<file path="src/logic/switch_output_map.svh">
// Constants, field positions and reset values of the switch output controller.
// Functional notes
// - Off function holds contact open.
// - On function holds contact closed.
// - Diagnostic mode opens only on selected event.
// - Event category: alarm, alarm/warning, warning.
// - Limit mode opens when variable passes limit.
// - On above off: close above, open below.
// - On below off: close below, open above.
// - Switch-on threshold signed float, default zero.
// - Switch-off threshold signed float, default zero.
// - Monitored variable selector, default off.
// - Digital mode follows selected discrete block.
// - Alarm forces actual, open or closed.
// - Inversion swaps open and closed everywhere.
// - Present switch state is readable.
// - Fixed functions allow simulating the output.
`ifndef SWITCH_OUTPUT_MAP_SVH
`define SWITCH_OUTPUT_MAP_SVH

`define SWO_CLK_HZ            20000000
`define SWO_TICK_MS           100
`define SWO_TICK_CYCLES       ((`SWO_CLK_HZ / 1000) * `SWO_TICK_MS)
`define SWO_DELAY_MAX_TENTHS  10'h3e8

`define SWO_FUNC_RESET        3'h0
`define SWO_DIAG_RESET        2'h0
`define SWO_LIMIT_SRC_RESET   4'h0
`define SWO_DI_SEL_RESET      2'h0
`define SWO_FAIL_RESET        2'h1
`define SWO_INVERT_RESET      1'b0
`define SWO_THRESH_RESET      32'h0000_0000
`define SWO_DELAY_RESET       10'h000

`define SWO_FP_SIGN           31
`define SWO_FP_EXP_MSB        30
`define SWO_FP_EXP_LSB        23
`define SWO_FP_MAN_MSB        22

`endif

</file>
<file path="src/logic/switch_output_pkg.sv">
// Types shared by the switch output controller and its helpers.
package switch_output_pkg;

	localparam int unsigned DELAY_W = 10;
	localparam int unsigned PV_NUM  = 12;

	typedef enum logic [2:0] {
		FUNC_OFF     = 3'h0,
		FUNC_ON      = 3'h1,
		FUNC_DIAG    = 3'h2,
		FUNC_LIMIT   = 3'h3,
		FUNC_DIGITAL = 3'h4
	} sw_func_t;

	typedef enum logic [1:0] {
		DIAG_ALARM      = 2'h0,
		DIAG_ALARM_WARN = 2'h1,
		DIAG_WARN       = 2'h2
	} diag_cat_t;

	typedef enum logic [3:0] {
		PV_OFF           = 4'h0,
		PV_LEVEL_LIN     = 4'h1,
		PV_DISTANCE      = 4'h2,
		PV_IFC_LIN       = 4'h3,
		PV_IFC_DISTANCE  = 4'h4,
		PV_UPPER_LAYER   = 4'h5,
		PV_TERM_VOLTAGE  = 4'h6,
		PV_ELEC_TEMP     = 4'h7,
		PV_CAPACITANCE   = 4'h8,
		PV_REL_ECHO_AMP  = 4'h9,
		PV_REL_IFC_AMP   = 4'ha,
		PV_ABS_ECHO_AMP  = 4'hb,
		PV_ABS_IFC_AMP   = 4'hc
	} limit_src_t;

	typedef enum logic [1:0] {
		DI_OFF    = 2'h0,
		DI_BLOCK1 = 2'h1,
		DI_BLOCK2 = 2'h2
	} di_sel_t;

	typedef enum logic [1:0] {
		FAIL_ACTUAL = 2'h0,
		FAIL_OPEN   = 2'h1,
		FAIL_CLOSED = 2'h2
	} fail_mode_t;

	typedef struct packed {
		sw_func_t             func;
		diag_cat_t            diag_cat;
		limit_src_t           limit_src;
		di_sel_t              di_sel;
		fail_mode_t           fail;
		logic                 invert;
		logic [31:0]          on_value;
		logic [31:0]          off_value;
		logic [DELAY_W-1:0]   on_delay;
		logic [DELAY_W-1:0]   off_delay;
	} sw_cfg_t;

	typedef struct packed {
		logic alarm;
		logic warning;
	} diag_t;

	typedef logic [PV_NUM-1:0][31:0] pv_set_t;

	typedef struct packed {
		logic        closed;
		logic        limit_closed;
		logic        delay_pending;
		logic        alarm_forced;
		logic        value_invalid;
		logic [15:0] transitions;
	} sw_status_t;

endpackage

</file>
<file path="src/logic/switch_output_controller.sv">
// Switch output controller: mode selection, limit hysteresis, delays, alarm and inversion.
`timescale 1ns/1ps
`include "switch_output_map.svh"
module switch_output_controller #(
	parameter int unsigned TICK_CYCLES = `SWO_TICK_CYCLES
) (
	input  wire logic                         clk_sys,               // System clock, 20 MHz.
	input  wire logic                         rstn,                  // Async reset, active low.
	input  wire switch_output_pkg::sw_cfg_t   cfg,                   // Configuration settings.
	input  wire switch_output_pkg::pv_set_t   pv_values,             // Process variables, float.
	input  wire logic [11:0]                  pv_valid,              // Per-variable valid flags.
	input  wire switch_output_pkg::diag_t     diag,                  // Alarm and warning events.
	input  wire logic [1:0]                   discrete_input_block,  // Discrete input blocks.
	output logic                              switch_closed,         // Contact, high = conductive.
	output switch_output_pkg::sw_status_t     status                 // Readable switch state.
);
	import switch_output_pkg::*;

	initial begin
		if (TICK_CYCLES < 1) begin
			$error("switch_output_controller: TICK_CYCLES must be at least one");
		end
	end

	////////////////////////////////////////////////////////////////////////////////////////
	// Configuration capture. Illegal selector codes fall back to their reset choice.

	sw_cfg_t cfg_q;
	sw_cfg_t cfg_d;

	always_comb begin
		cfg_d = cfg;
		if (cfg.func > FUNC_DIGITAL) begin
			cfg_d.func = sw_func_t'(`SWO_FUNC_RESET);
		end
		if (cfg.diag_cat > DIAG_WARN) begin
			cfg_d.diag_cat = diag_cat_t'(`SWO_DIAG_RESET);
		end
		if (cfg.limit_src > PV_ABS_IFC_AMP) begin
			cfg_d.limit_src = limit_src_t'(`SWO_LIMIT_SRC_RESET);
		end
		if (cfg.di_sel > DI_BLOCK2) begin
			cfg_d.di_sel = di_sel_t'(`SWO_DI_SEL_RESET);
		end
		if (cfg.fail > FAIL_CLOSED) begin
			cfg_d.fail = fail_mode_t'(`SWO_FAIL_RESET);
		end
		if (cfg.on_delay > `SWO_DELAY_MAX_TENTHS) begin
			cfg_d.on_delay = `SWO_DELAY_MAX_TENTHS;
		end
		if (cfg.off_delay > `SWO_DELAY_MAX_TENTHS) begin
			cfg_d.off_delay = `SWO_DELAY_MAX_TENTHS;
		end
	end

	always_ff @(posedge clk_sys or negedge rstn) begin
		if (!rstn) begin
			cfg_q.func      <= sw_func_t'(`SWO_FUNC_RESET);
			cfg_q.diag_cat  <= diag_cat_t'(`SWO_DIAG_RESET);
			cfg_q.limit_src <= limit_src_t'(`SWO_LIMIT_SRC_RESET);
			cfg_q.di_sel    <= di_sel_t'(`SWO_DI_SEL_RESET);
			cfg_q.fail      <= fail_mode_t'(`SWO_FAIL_RESET);
			cfg_q.invert    <= `SWO_INVERT_RESET;
			cfg_q.on_value  <= `SWO_THRESH_RESET;
			cfg_q.off_value <= `SWO_THRESH_RESET;
			cfg_q.on_delay  <= `SWO_DELAY_RESET;
			cfg_q.off_delay <= `SWO_DELAY_RESET;
		end else begin
			cfg_q <= cfg_d;
		end
	end

	////////////////////////////////////////////////////////////////////////////////////////
	// Delay unit divider: one pulse every tenth of a second.

	logic [31:0] tick_cnt_q;
	logic [31:0] tick_cnt_d;
	logic        tick;

	always_comb begin
		tick       = (tick_cnt_q == 32'(TICK_CYCLES - 1));
		tick_cnt_d = tick ? 32'h0000_0000 : tick_cnt_q + 32'h0000_0001;
	end

	always_ff @(posedge clk_sys or negedge rstn) begin
		if (!rstn) begin
			tick_cnt_q <= 32'h0000_0000;
		end else begin
			tick_cnt_q <= tick_cnt_d;
		end
	end

	////////////////////////////////////////////////////////////////////////////////////////
	// Monitored variable selection.

	// Returns the selected value and its validity; off yields an invalid value.
	function automatic logic [32:0] select_pv(input limit_src_t src,
		input pv_set_t values, input logic [11:0] valid);
		logic [3:0] idx;
		idx = 4'(src) - 4'h1;
		if (src == PV_OFF) begin
			select_pv = {1'b0, 32'h0000_0000};
		end else begin
			select_pv = {valid[idx], values[idx]};
		end
	endfunction

	logic [31:0] mon_value;
	logic        mon_valid;
	logic        limit_active;

	always_comb begin
		{mon_valid, mon_value} = select_pv(cfg_q.limit_src, pv_values, pv_valid);
		limit_active           = (cfg_q.func == FUNC_LIMIT) && (cfg_q.limit_src != PV_OFF);
	end

	////////////////////////////////////////////////////////////////////////////////////////
	// Threshold comparisons.

	logic above_on;
	logic below_on;
	logic above_off;
	logic below_off;
	logic unord_on;
	logic unord_off;
	logic on_gt_off;
	logic on_lt_off;

	float_compare u_cmp_on (
		.a         (mon_value),
		.b         (cfg_q.on_value),
		.a_gt_b    (above_on),
		.a_lt_b    (below_on),
		.unordered (unord_on)
	);

	float_compare u_cmp_off (
		.a         (mon_value),
		.b         (cfg_q.off_value),
		.a_gt_b    (above_off),
		.a_lt_b    (below_off),
		.unordered (unord_off)
	);

	float_compare u_cmp_thr (
		.a         (cfg_q.on_value),
		.b         (cfg_q.off_value),
		.a_gt_b    (on_gt_off),
		.a_lt_b    (on_lt_off),
		.unordered ()
	);

	////////////////////////////////////////////////////////////////////////////////////////
	// Limit hysteresis. Equal thresholds behave as the rising case.

	typedef enum logic [1:0] {
		LIM_OPEN   = 2'b01,
		LIM_CLOSED = 2'b10
	} lim_state_t;

	lim_state_t lim_q;
	lim_state_t lim_d;
	logic       go_closed;
	logic       go_open;
	logic       value_invalid;

	always_comb begin
		value_invalid = !mon_valid || unord_on || unord_off;
		go_closed     = 1'b0;
		go_open       = 1'b0;
		if (on_lt_off) begin
			go_closed = below_on;
			go_open   = above_off;
		end else begin
			go_closed = above_on;
			go_open   = below_off;
		end
		lim_d = lim_q;
		if (cfg_q.limit_src == PV_OFF) begin
			lim_d = LIM_CLOSED;
		end else if (!value_invalid) begin
			unique case (lim_q)
				LIM_OPEN: begin
					if (go_closed) begin
						lim_d = LIM_CLOSED;
					end
				end
				LIM_CLOSED: begin
					if (go_open) begin
						lim_d = LIM_OPEN;
					end
				end
				default: begin
					lim_d = LIM_CLOSED;
				end
			endcase
		end
		// Neither condition met: the state is left as it was.
	end

	always_ff @(posedge clk_sys or negedge rstn) begin
		if (!rstn) begin
			lim_q <= LIM_CLOSED;
		end else begin
			lim_q <= lim_d;
		end
	end

	////////////////////////////////////////////////////////////////////////////////////////
	// Function selection and delay.

	logic diag_hit;
	logic raw_closed;
	logic delayed_closed;
	logic delay_pending;

	always_comb begin
		unique case (cfg_q.diag_cat)
			DIAG_ALARM:      diag_hit = diag.alarm;
			DIAG_ALARM_WARN: diag_hit = diag.alarm || diag.warning;
			DIAG_WARN:       diag_hit = diag.warning;
			default:         diag_hit = diag.alarm;
		endcase
		unique case (cfg_q.func)
			FUNC_OFF:     raw_closed = 1'b0;
			FUNC_ON:      raw_closed = 1'b1;
			FUNC_DIAG:    raw_closed = !diag_hit;
			FUNC_LIMIT:   raw_closed = (lim_q == LIM_CLOSED);
			FUNC_DIGITAL: begin
				unique case (cfg_q.di_sel)
					DI_BLOCK1: raw_closed = discrete_input_block[0];
					DI_BLOCK2: raw_closed = discrete_input_block[1];
					default:   raw_closed = 1'b0;
				endcase
			end
			default:      raw_closed = 1'b0;
		endcase
	end

	switch_delay_timer #(
		.CNT_W (DELAY_W)
	) u_delay (
		.clk_sys     (clk_sys),
		.rstn        (rstn),
		.tick        (tick),
		.bypass      (!limit_active),
		.want_closed (raw_closed),
		.on_delay    (cfg_q.on_delay),
		.off_delay   (cfg_q.off_delay),
		.closed_q    (delayed_closed),
		.pending     (delay_pending)
	);

	////////////////////////////////////////////////////////////////////////////////////////
	// Alarm override, inversion and the contact register.

	logic        forced_closed;
	logic        alarm_forced;
	logic        out_d;
	logic        out_q;
	logic [15:0] trans_q;
	logic [15:0] trans_d;

	always_comb begin
		alarm_forced  = diag.alarm && (cfg_q.fail != FAIL_ACTUAL);
		forced_closed = delayed_closed;
		if (diag.alarm) begin
			unique case (cfg_q.fail)
				FAIL_OPEN:   forced_closed = 1'b0;
				FAIL_CLOSED: forced_closed = 1'b1;
				default:     forced_closed = delayed_closed;
			endcase
		end
		out_d   = forced_closed ^ cfg_q.invert;
		trans_d = (out_d != out_q) ? trans_q + 16'h0001 : trans_q;
	end

	always_ff @(posedge clk_sys or negedge rstn) begin
		if (!rstn) begin
			out_q   <= 1'b0;
			trans_q <= 16'h0000;
		end else begin
			out_q   <= out_d;
			trans_q <= trans_d;
		end
	end

	////////////////////////////////////////////////////////////////////////////////////////
	// Status flags, registered alongside the contact.

	sw_status_t status_q;
	sw_status_t status_d;

	always_comb begin
		status_d.closed        = out_d;
		status_d.limit_closed  = (lim_d == LIM_CLOSED);
		status_d.delay_pending = delay_pending;
		status_d.alarm_forced  = alarm_forced;
		status_d.value_invalid = limit_active && value_invalid;
		status_d.transitions   = trans_d;
	end

	always_ff @(posedge clk_sys or negedge rstn) begin
		if (!rstn) begin
			status_q <= '0;
		end else begin
			status_q <= status_d;
		end
	end

	assign switch_closed = out_q;
	assign status        = status_q;

endmodule // switch_output_controller

</file>
<file path="src/logic/float_compare.sv">
// Ordered comparison of two single-precision floating-point values.
`timescale 1ns/1ps
`include "switch_output_map.svh"
module float_compare (
	input  wire logic [31:0] a,          // Value under test.
	input  wire logic [31:0] b,          // Reference value.
	output logic             a_gt_b,     // A strictly above b.
	output logic             a_lt_b,     // A strictly below b.
	output logic             unordered   // Either operand is not a number.
);

	// Maps a float onto an unsigned key with the same order; both zeros meet.
	function automatic logic [31:0] order_key(input logic [31:0] f);
		if (f[`SWO_FP_EXP_MSB:0] == 31'h0000_0000) begin
			order_key = 32'h8000_0000;
		end else if (f[`SWO_FP_SIGN]) begin
			order_key = ~f;
		end else begin
			order_key = {1'b1, f[`SWO_FP_EXP_MSB:0]};
		end
	endfunction

	function automatic logic is_nan(input logic [31:0] f);
		is_nan = (&f[`SWO_FP_EXP_MSB:`SWO_FP_EXP_LSB]) && (|f[`SWO_FP_MAN_MSB:0]);
	endfunction

	logic [31:0] key_a;
	logic [31:0] key_b;

	always_comb begin
		key_a     = order_key(a);
		key_b     = order_key(b);
		unordered = is_nan(a) || is_nan(b);
		a_gt_b    = !unordered && (key_a > key_b);
		a_lt_b    = !unordered && (key_a < key_b);
	end

endmodule // float_compare

</file>
<file path="src/logic/switch_delay_timer.sv">
// Holds a requested contact state back by a switch-on or switch-off delay.
`timescale 1ns/1ps
module switch_delay_timer #(
	parameter int unsigned CNT_W = 10
) (
	input  wire logic             clk_sys,       // System clock.
	input  wire logic             rstn,          // Asynchronous reset, active low.
	input  wire logic             tick,          // One-cycle pulse per delay unit.
	input  wire logic             bypass,        // Follow the request at once.
	input  wire logic             want_closed,   // Requested contact state.
	input  wire logic [CNT_W-1:0] on_delay,      // Units to wait before closing.
	input  wire logic [CNT_W-1:0] off_delay,     // Units to wait before opening.
	output logic                  closed_q,      // Delayed contact state.
	output logic                  pending        // A change waits for its delay.
);

	initial begin
		if (CNT_W < 1 || CNT_W > 16) begin
			$error("switch_delay_timer: CNT_W out of range");
		end
	end

	logic [CNT_W-1:0] cnt_q;
	logic [CNT_W-1:0] cnt_d;
	logic             closed_d;
	logic [CNT_W-1:0] delay;

	always_comb begin
		delay    = want_closed ? on_delay : off_delay;
		cnt_d    = cnt_q;
		closed_d = closed_q;
		pending  = 1'b0;
		if (bypass || want_closed == closed_q) begin
			cnt_d    = '0;
			closed_d = want_closed;
		end else if (cnt_q >= delay) begin
			cnt_d    = '0;
			closed_d = want_closed;
		end else begin
			pending = 1'b1;
			if (tick) begin
				cnt_d = cnt_q + 1'b1;
			end
		end
	end

	always_ff @(posedge clk_sys or negedge rstn) begin
		if (!rstn) begin
			cnt_q    <= '0;
			closed_q <= 1'b0;
		end else begin
			cnt_q    <= cnt_d;
			closed_q <= closed_d;
		end
	end

endmodule // switch_delay_timer

</file>
<file path="config.mk">
export PLATFORM = sky130hd
export DESIGN_NAME = switch_output_controller
export DESIGN_NICKNAME = d
export VERILOG_FILES = /design/src/logic/switch_output_pkg.sv /design/src/logic/switch_output_controller.sv /design/src/logic/float_compare.sv /design/src/logic/switch_delay_timer.sv
export VERILOG_INCLUDE_DIRS = /design/src /design/src/logic
export SDC_FILE = /design/constraint.sdc
export NUM_CORES = 1
export LEC_CHECK = 0
export BUFFER_PORTS_ARGS = -buffer_cell sky130_fd_sc_hd__buf_2
export CAP_MARGIN = 20
export CORE_MARGIN = 4
export CORE_UTILIZATION = 30
export DETAILED_ROUTE_END_ITERATION = 10
export PLACE_DENSITY = 0.55
export SLEW_MARGIN = 20
export SYNTH_ARGS = -nofsm -noshare
export SYNTH_HDL_FRONTEND = slang
export SYNTH_SLANG_ARGS = --single-unit
</file>
<file path="constraint.sdc">
create_clock -name clk_sys -period 7.2 [get_ports clk_sys]
set_input_delay 0 -clock clk_sys [delete_from_list [all_inputs] [get_ports clk_sys]]
set_output_delay 0 -clock clk_sys [all_outputs]
set_load 0.02 [all_outputs]
</file>
# Yosys cells after proc, flatten, opt, wreduce, memory -nomap -nowiden
# Index checks and enable logic that the tools add are counted.
[totals]
ramBits = 0
reg_bits = 164
in_bits = 500
latch_bits = 0
mem_bits_ro = 0
mem_count = 0
[classes]
n_shift = 0
add_sub_neg = 4
n_reduce_logical = 38
eq_ne = 16
n_div = 0
muxes = 39
mul = 0
bitwise_logic = 4
order_cmp = 14
[ops]
columns = ["op", "n"]
rows = [
  ["$mux W32", 8],
  ["$bmux W32 S4", 1],
  ["$lt A32 B32 Y1", 3],
  ["$not A32 Y32", 3],
  ["$logic_not A31 Y1", 3],
  ["$reduce_or A23 Y1", 3],
  ["$gt A32 B32 Y1", 2],
  ["$mux W10", 6],
  ["$mux W33", 1],
  ["$add A32 B1 Y32 const B", 1],
  ["$eq A32 B21 Y1 const B", 1],
  ["$reduce_and A8 Y1", 3],
  ["$gt A10 B10 Y1 const B", 2],
  ["$add A16 B1 Y16 const B", 1],
  ["$mux W2", 7],
  ["$logic_and A1 B1 Y1", 11],
  ["$add A10 B1 Y10 const B", 1],
  ["$eq A2 B2 Y1 const B", 5],
  ["$ge A10 B10 Y1", 1],
  ["$eq A2 B1 Y1 const B", 4],
  ["$mux W1", 8],
  ["$logic_or A1 B1 Y1", 7],
  ["$eq A3 B2 Y1 const B", 2],
  ["$gt A2 B2 Y1 const B", 3],
  ["other kinds (20)", 28],
]

# Logic depth before layout (Yosys ltp)
[depth]
word_depth = 15
mapped_depth = 31

# Hierarchy
# Synthesis repeated with hierarchy kept, for this count alone.
[unflattened]
cells_unflattened = 1553
hier_area_um2 = 14816.7
[by_module_without_submodules]
columns = ["mod", "seq_area_each_um2", "area_per_inst_um2", "cells_each", "n_inst"]
rows = [
  ["switch_output_controller", 3831.2, 8738.4, 713, 1],
  ["float_compare", 0.0, 1752.9, 252, 3],
  ["switch_delay_timer", 275.3, 819.5, 84, 1],
]

# Worst setup path before layout
# No wires, ideal clock.
[synth_timing]
kind = "reg2reg"
start = "register cfg_q[89] in the netlist's numbering"
end = "register status_q (netlist bit status[19])"
t_required_ns = 7.065
arrival_ns = 6.761
setup_ns = 0.135
path_slack_ns = 0.303
n_path_buf = 10
stages_incl_launch_ff = 32
path_cell_list = "dfrtp_1 -> buf_6 -> buf_6 -> buf_6 -> buf_2 -> buf_2 -> inv_1 -> ha_1 -> buf_2 -> buf_2 -> clkbuf_1 -> buf_1 -> mux4_2 -> mux2i_1 -> nor2_1 -> a31oi_1 -> or4bb_1 -> o21ai_0 -> clkbuf_1 -> nor2_1 -> ha_1 -> a21o_1 -> a21o_1 -> a21o_1 -> a21o_1 -> a21o_1 -> a21o_1 -> a21oi_1 -> nand4b_1 -> o22ai_1 -> mux2i_1 -> a211oi_1"
[synth_lines]
columns = ["item", "line_no", "rtl"]
rows = [
  ["start, declared", "switch_output_controller.sv:28", "sw_cfg_t cfg_q;"],
  ["start signal, assigned", "switch_output_controller.sv:69", "cfg_q <= cfg_d;"],
  ["end signal, assigned", "switch_output_controller.sv:307", "status_q <= status_d;"],
  ["end, declared", "switch_output_controller.sv:291", "sw_status_t status_q;"],
]

==> out/results.ini <==
[timing]
setup_viol = 0
setup_ws_ps = 727
finalMaxSlewViolations = 0
rsz0062_at_grt = false
hold_viol = 0
tns_ps = 0
tightest_slew_ps = 1060
max_freq_ghz = 0.154
max-slew-margin-rel_pct = 28.9
period_needed_ps = 6470
fin_crit_sh_pct = 89.9
skew_ps = 17.2

[floorplanning]
dieArea_sq_um = 47300
initial_core_util_pct = 30.5
pin_count = 522
row_count = 76
core_sq_um = 43200
die_h_um = 217
die_width_um = 217

[logic_synthesis]
yosysSeqAreaShare_pct = 31.2
synthTopCellsByArea = dfrtp_1 31%, mux4_2 17%, ha_1 11%, xor2_1 6.9%, xnor2_1 3.4%
synthesis.area_sq_um = 13200
ys.flop_type = dfrtp_1
syn_inst = 1262
syn_avg_cell_area_sq_um = 10.4
yosysTopAreaCell = dfrtp_1
yosys-top-cells-count = 162 x dfrtp_1, 116 x ha_1, 111 x nand2_1, 103 x xor2_1, 99 x mux4_2
synth_most_common_cell = dfrtp_1
async_flop_share_pct = 100
synth_seq_cells = 164
synthDistinctLibCells = 64
syn_nets = 1878
yosysTopAreaCellShare_pct = 30.8
synth_edf_count = 0
ys_warn_count = 0

[job]
max_cap_violations = 0

[setup_path]
crit_path_end_kind = flip-flop
start_kind = flip-flop
cp.arrival_ps = 6790
crit_buf_inv = 4
cp_slowest_cell = or4bb_1
max_stage_delay_ps = 600
worstSetupPathType = reg2reg
path_max_fanout = 31
worstReg2RegStart = cfg_q[90]
r2r_end = status[19]
crit_required_ps = 7510
cp_top_family = compound AO/OA/AOI/OAI gates
path_cells = inv_1 -> ha_4 -> buf_4 -> buf_4 -> mux4_2 -> nand2_1 -> a21oi_1 -> a31oi_1 -> or4bb_1 -> o21ai_2 -> buf_12 -> nor3_1 -> ha_1 -> a21o_1 -> a21o_1 -> a21o_1 -> a21o_1 -> a21o_1 -> a31oi_1 -> nand4b_1 -> a21o_1 -> o311a_1 -> o31ai_1 -> a211oi_1
reg2reg_setup_slack_ps = 730
path_common_cell = a21o_1
r2r_cells = 24

[min_path]
hp-start = cfg[25]
hold_path_end = cfg_q[25]
holdCritPathClass = in2reg
holdPathStages = 2

[finish]
drive_above_1_share_pct = 37.3
area_growth_pct = 37.3
layout.nets = 2471
layoutNonFillerInstCount = 2461
finalInstanceArea_sq_um = 18100
postLayoutCoreUtil_pct = 41.9

[clock_network]
cts_buffers = 17
cts_tree = built
cts.clk_slew.worst_paths_ps = 80
cts.hold.buffers_added = 108
cts_setup_buffers = 0
clock_path_buffers = 2
cts_root_buffer = clkbuf_16
clk_latency_ps = 440
htree_num_levels = 4
cts.sinks = 164
cts-resized-gates = 0

[drt]
dr.pass1.iters = 5
ant_nets = 0
vias = 12500
first_iter_violations = 696
vias_per_cell = 5.08
wire_per_inst_um = 22.1
drc = 0
wirelength_um = 54300

[place]
post-place-cells = 2313
placement.io_buffers = 521
dp_hpwl_um = 45400
dpl_cell_area_sq_um = 16400
pre_cts_ws_ps = 785
gp_congestion = 0.998

[power_and_ir_drop]
pwr_density_cell_nw_per_um2 = 192
ir_drop_mv = 0.211
power.leakage_uw = 0.00877

[global_route]
grt_usage_pct = 22.3
antenna_found_initial = 12
grt_pass1_wl_um = 80500
grt_overflow = 0
grt_pass1_vias = 13400
grt_start_max_net_pins = 99

[status]
status = finished clean

==> worst max-delay path by stage <==
stage / startpoint / end / slack [ps] / depth (start not counted)
2_1_floorplan: cfg_q[89] / status[19] / 300 / 31
3_3_place_gp: cfg_q[89] / status[19] / 900 / 24
3_5_place_dp: cfg_q[90] / status[19] / 790 / 24
4_1_cts: cfg_q[90] / status[19] / 740 / 24
5_1_grt: cfg_q[90] / status[19] / 450 / 24
6_report: cfg_q[90] / status[19] / 730 / 24
==> area by class of cell <==
cell class | count | area, sq um
fillers | 4236 | 25100
repair buffers | 651 | 3880
clock inverters | 14 | 121
diodes | 8 | 20.0
flip-flops and latches | 164 | 4110
clock buffers | 18 | 429
inverters | 52 | 195
well taps | 585 | 732
multi-input cells | 969 | 8570
==> state kept, by name (all words and copies together) (netlist names) <==
register	count
cfg_q	98
lim_q	2
status	21
tick_cnt_q	32
u_delay.closed_q	1
u_delay.cnt_q	10
==> worst reg2reg max path, delay by kind of cell (launching register included) <==
| family | cells | cell delay [ps] |
|---|---|---|
| AO/OA/AOI/OAI | 13 | 2650 |
| buffers and inverters | 4 | 1110 |
| AND/OR/NAND/NOR | 4 | 920 |
| adder cells (fa/ha/maj) | 2 | 790 |
| flip-flops | 1 | 470 |
| multiplexers | 1 | 390 |
==> layer usage <==
metal / up-vias / global-route usage [%] / routed length (um)
met1: 6167 / 27.5 / 22500
met4: 4 / 5.68 / 1150
met5: - / 0 / 29
met3: 53 / 3.41 / 2770
li1: 5864 / - / -
met2: 425 / 40.9 / 27900
==> through the flow <==
step                      hold WS (ps)  power (uW)
final                              203        3470
after global routing               195        3710
after CTS                          189        3500
after detailed placement           109        2560
after global placement             108        2550
after floorplan                   -296        2000
==> cells in the final DEF (no fill, tap or decap), drive strengths merged, types with 14 or more instances in the layout <==
| master | n |
|---|---|
| a21oi | 40 |
| a221o | 14 |
| buf | 543 |
| nand2 | 111 |
| a31oi | 16 |
| dlygate4sd3 | 108 |
| mux4 | 99 |
| mux2i | 15 |
| nand3 | 37 |
| nand4 | 39 |
| xnor2 | 51 |
| nor3 | 18 |
| ha | 116 |
| dfrtp | 162 |
| o21ai | 31 |
| xor2 | 103 |
| clkbuf | 18 |
| nor2 | 84 |
| a21o | 36 |
| nor2b | 23 |
| and4 | 19 |
| nor4 | 21 |
| inv | 59 |
==> kinds of logic after synthesis <==
| group | Yosys count | synth area share, % |
|---|---|---|
| xor gates and xnor gates | 154 | 10.3 |
| and+or+nand+nor | 398 | 15.3 |
| adders and majority gates | 116 | 11.0 |
| AOI/OAI and AO/OA | 181 | 9.44 |
| DFF | 164 | 31.2 |
| buffers and inverters | 129 | 4.13 |
| muxes | 120 | 18.6 |
==> report_power, final <==
| part | switching [uW] | total [uW] | internal, uW | leakage, uW |
|---|---|---|---|---|
| clock | 429 | 882 | 454 | 0.000274 |
| combinational | 845 | 1550 | 709 | 0.00646 |
| sequential | 53.5 | 1030 | 981 | 0.00204 |
(Power assumes the default switching activity.)
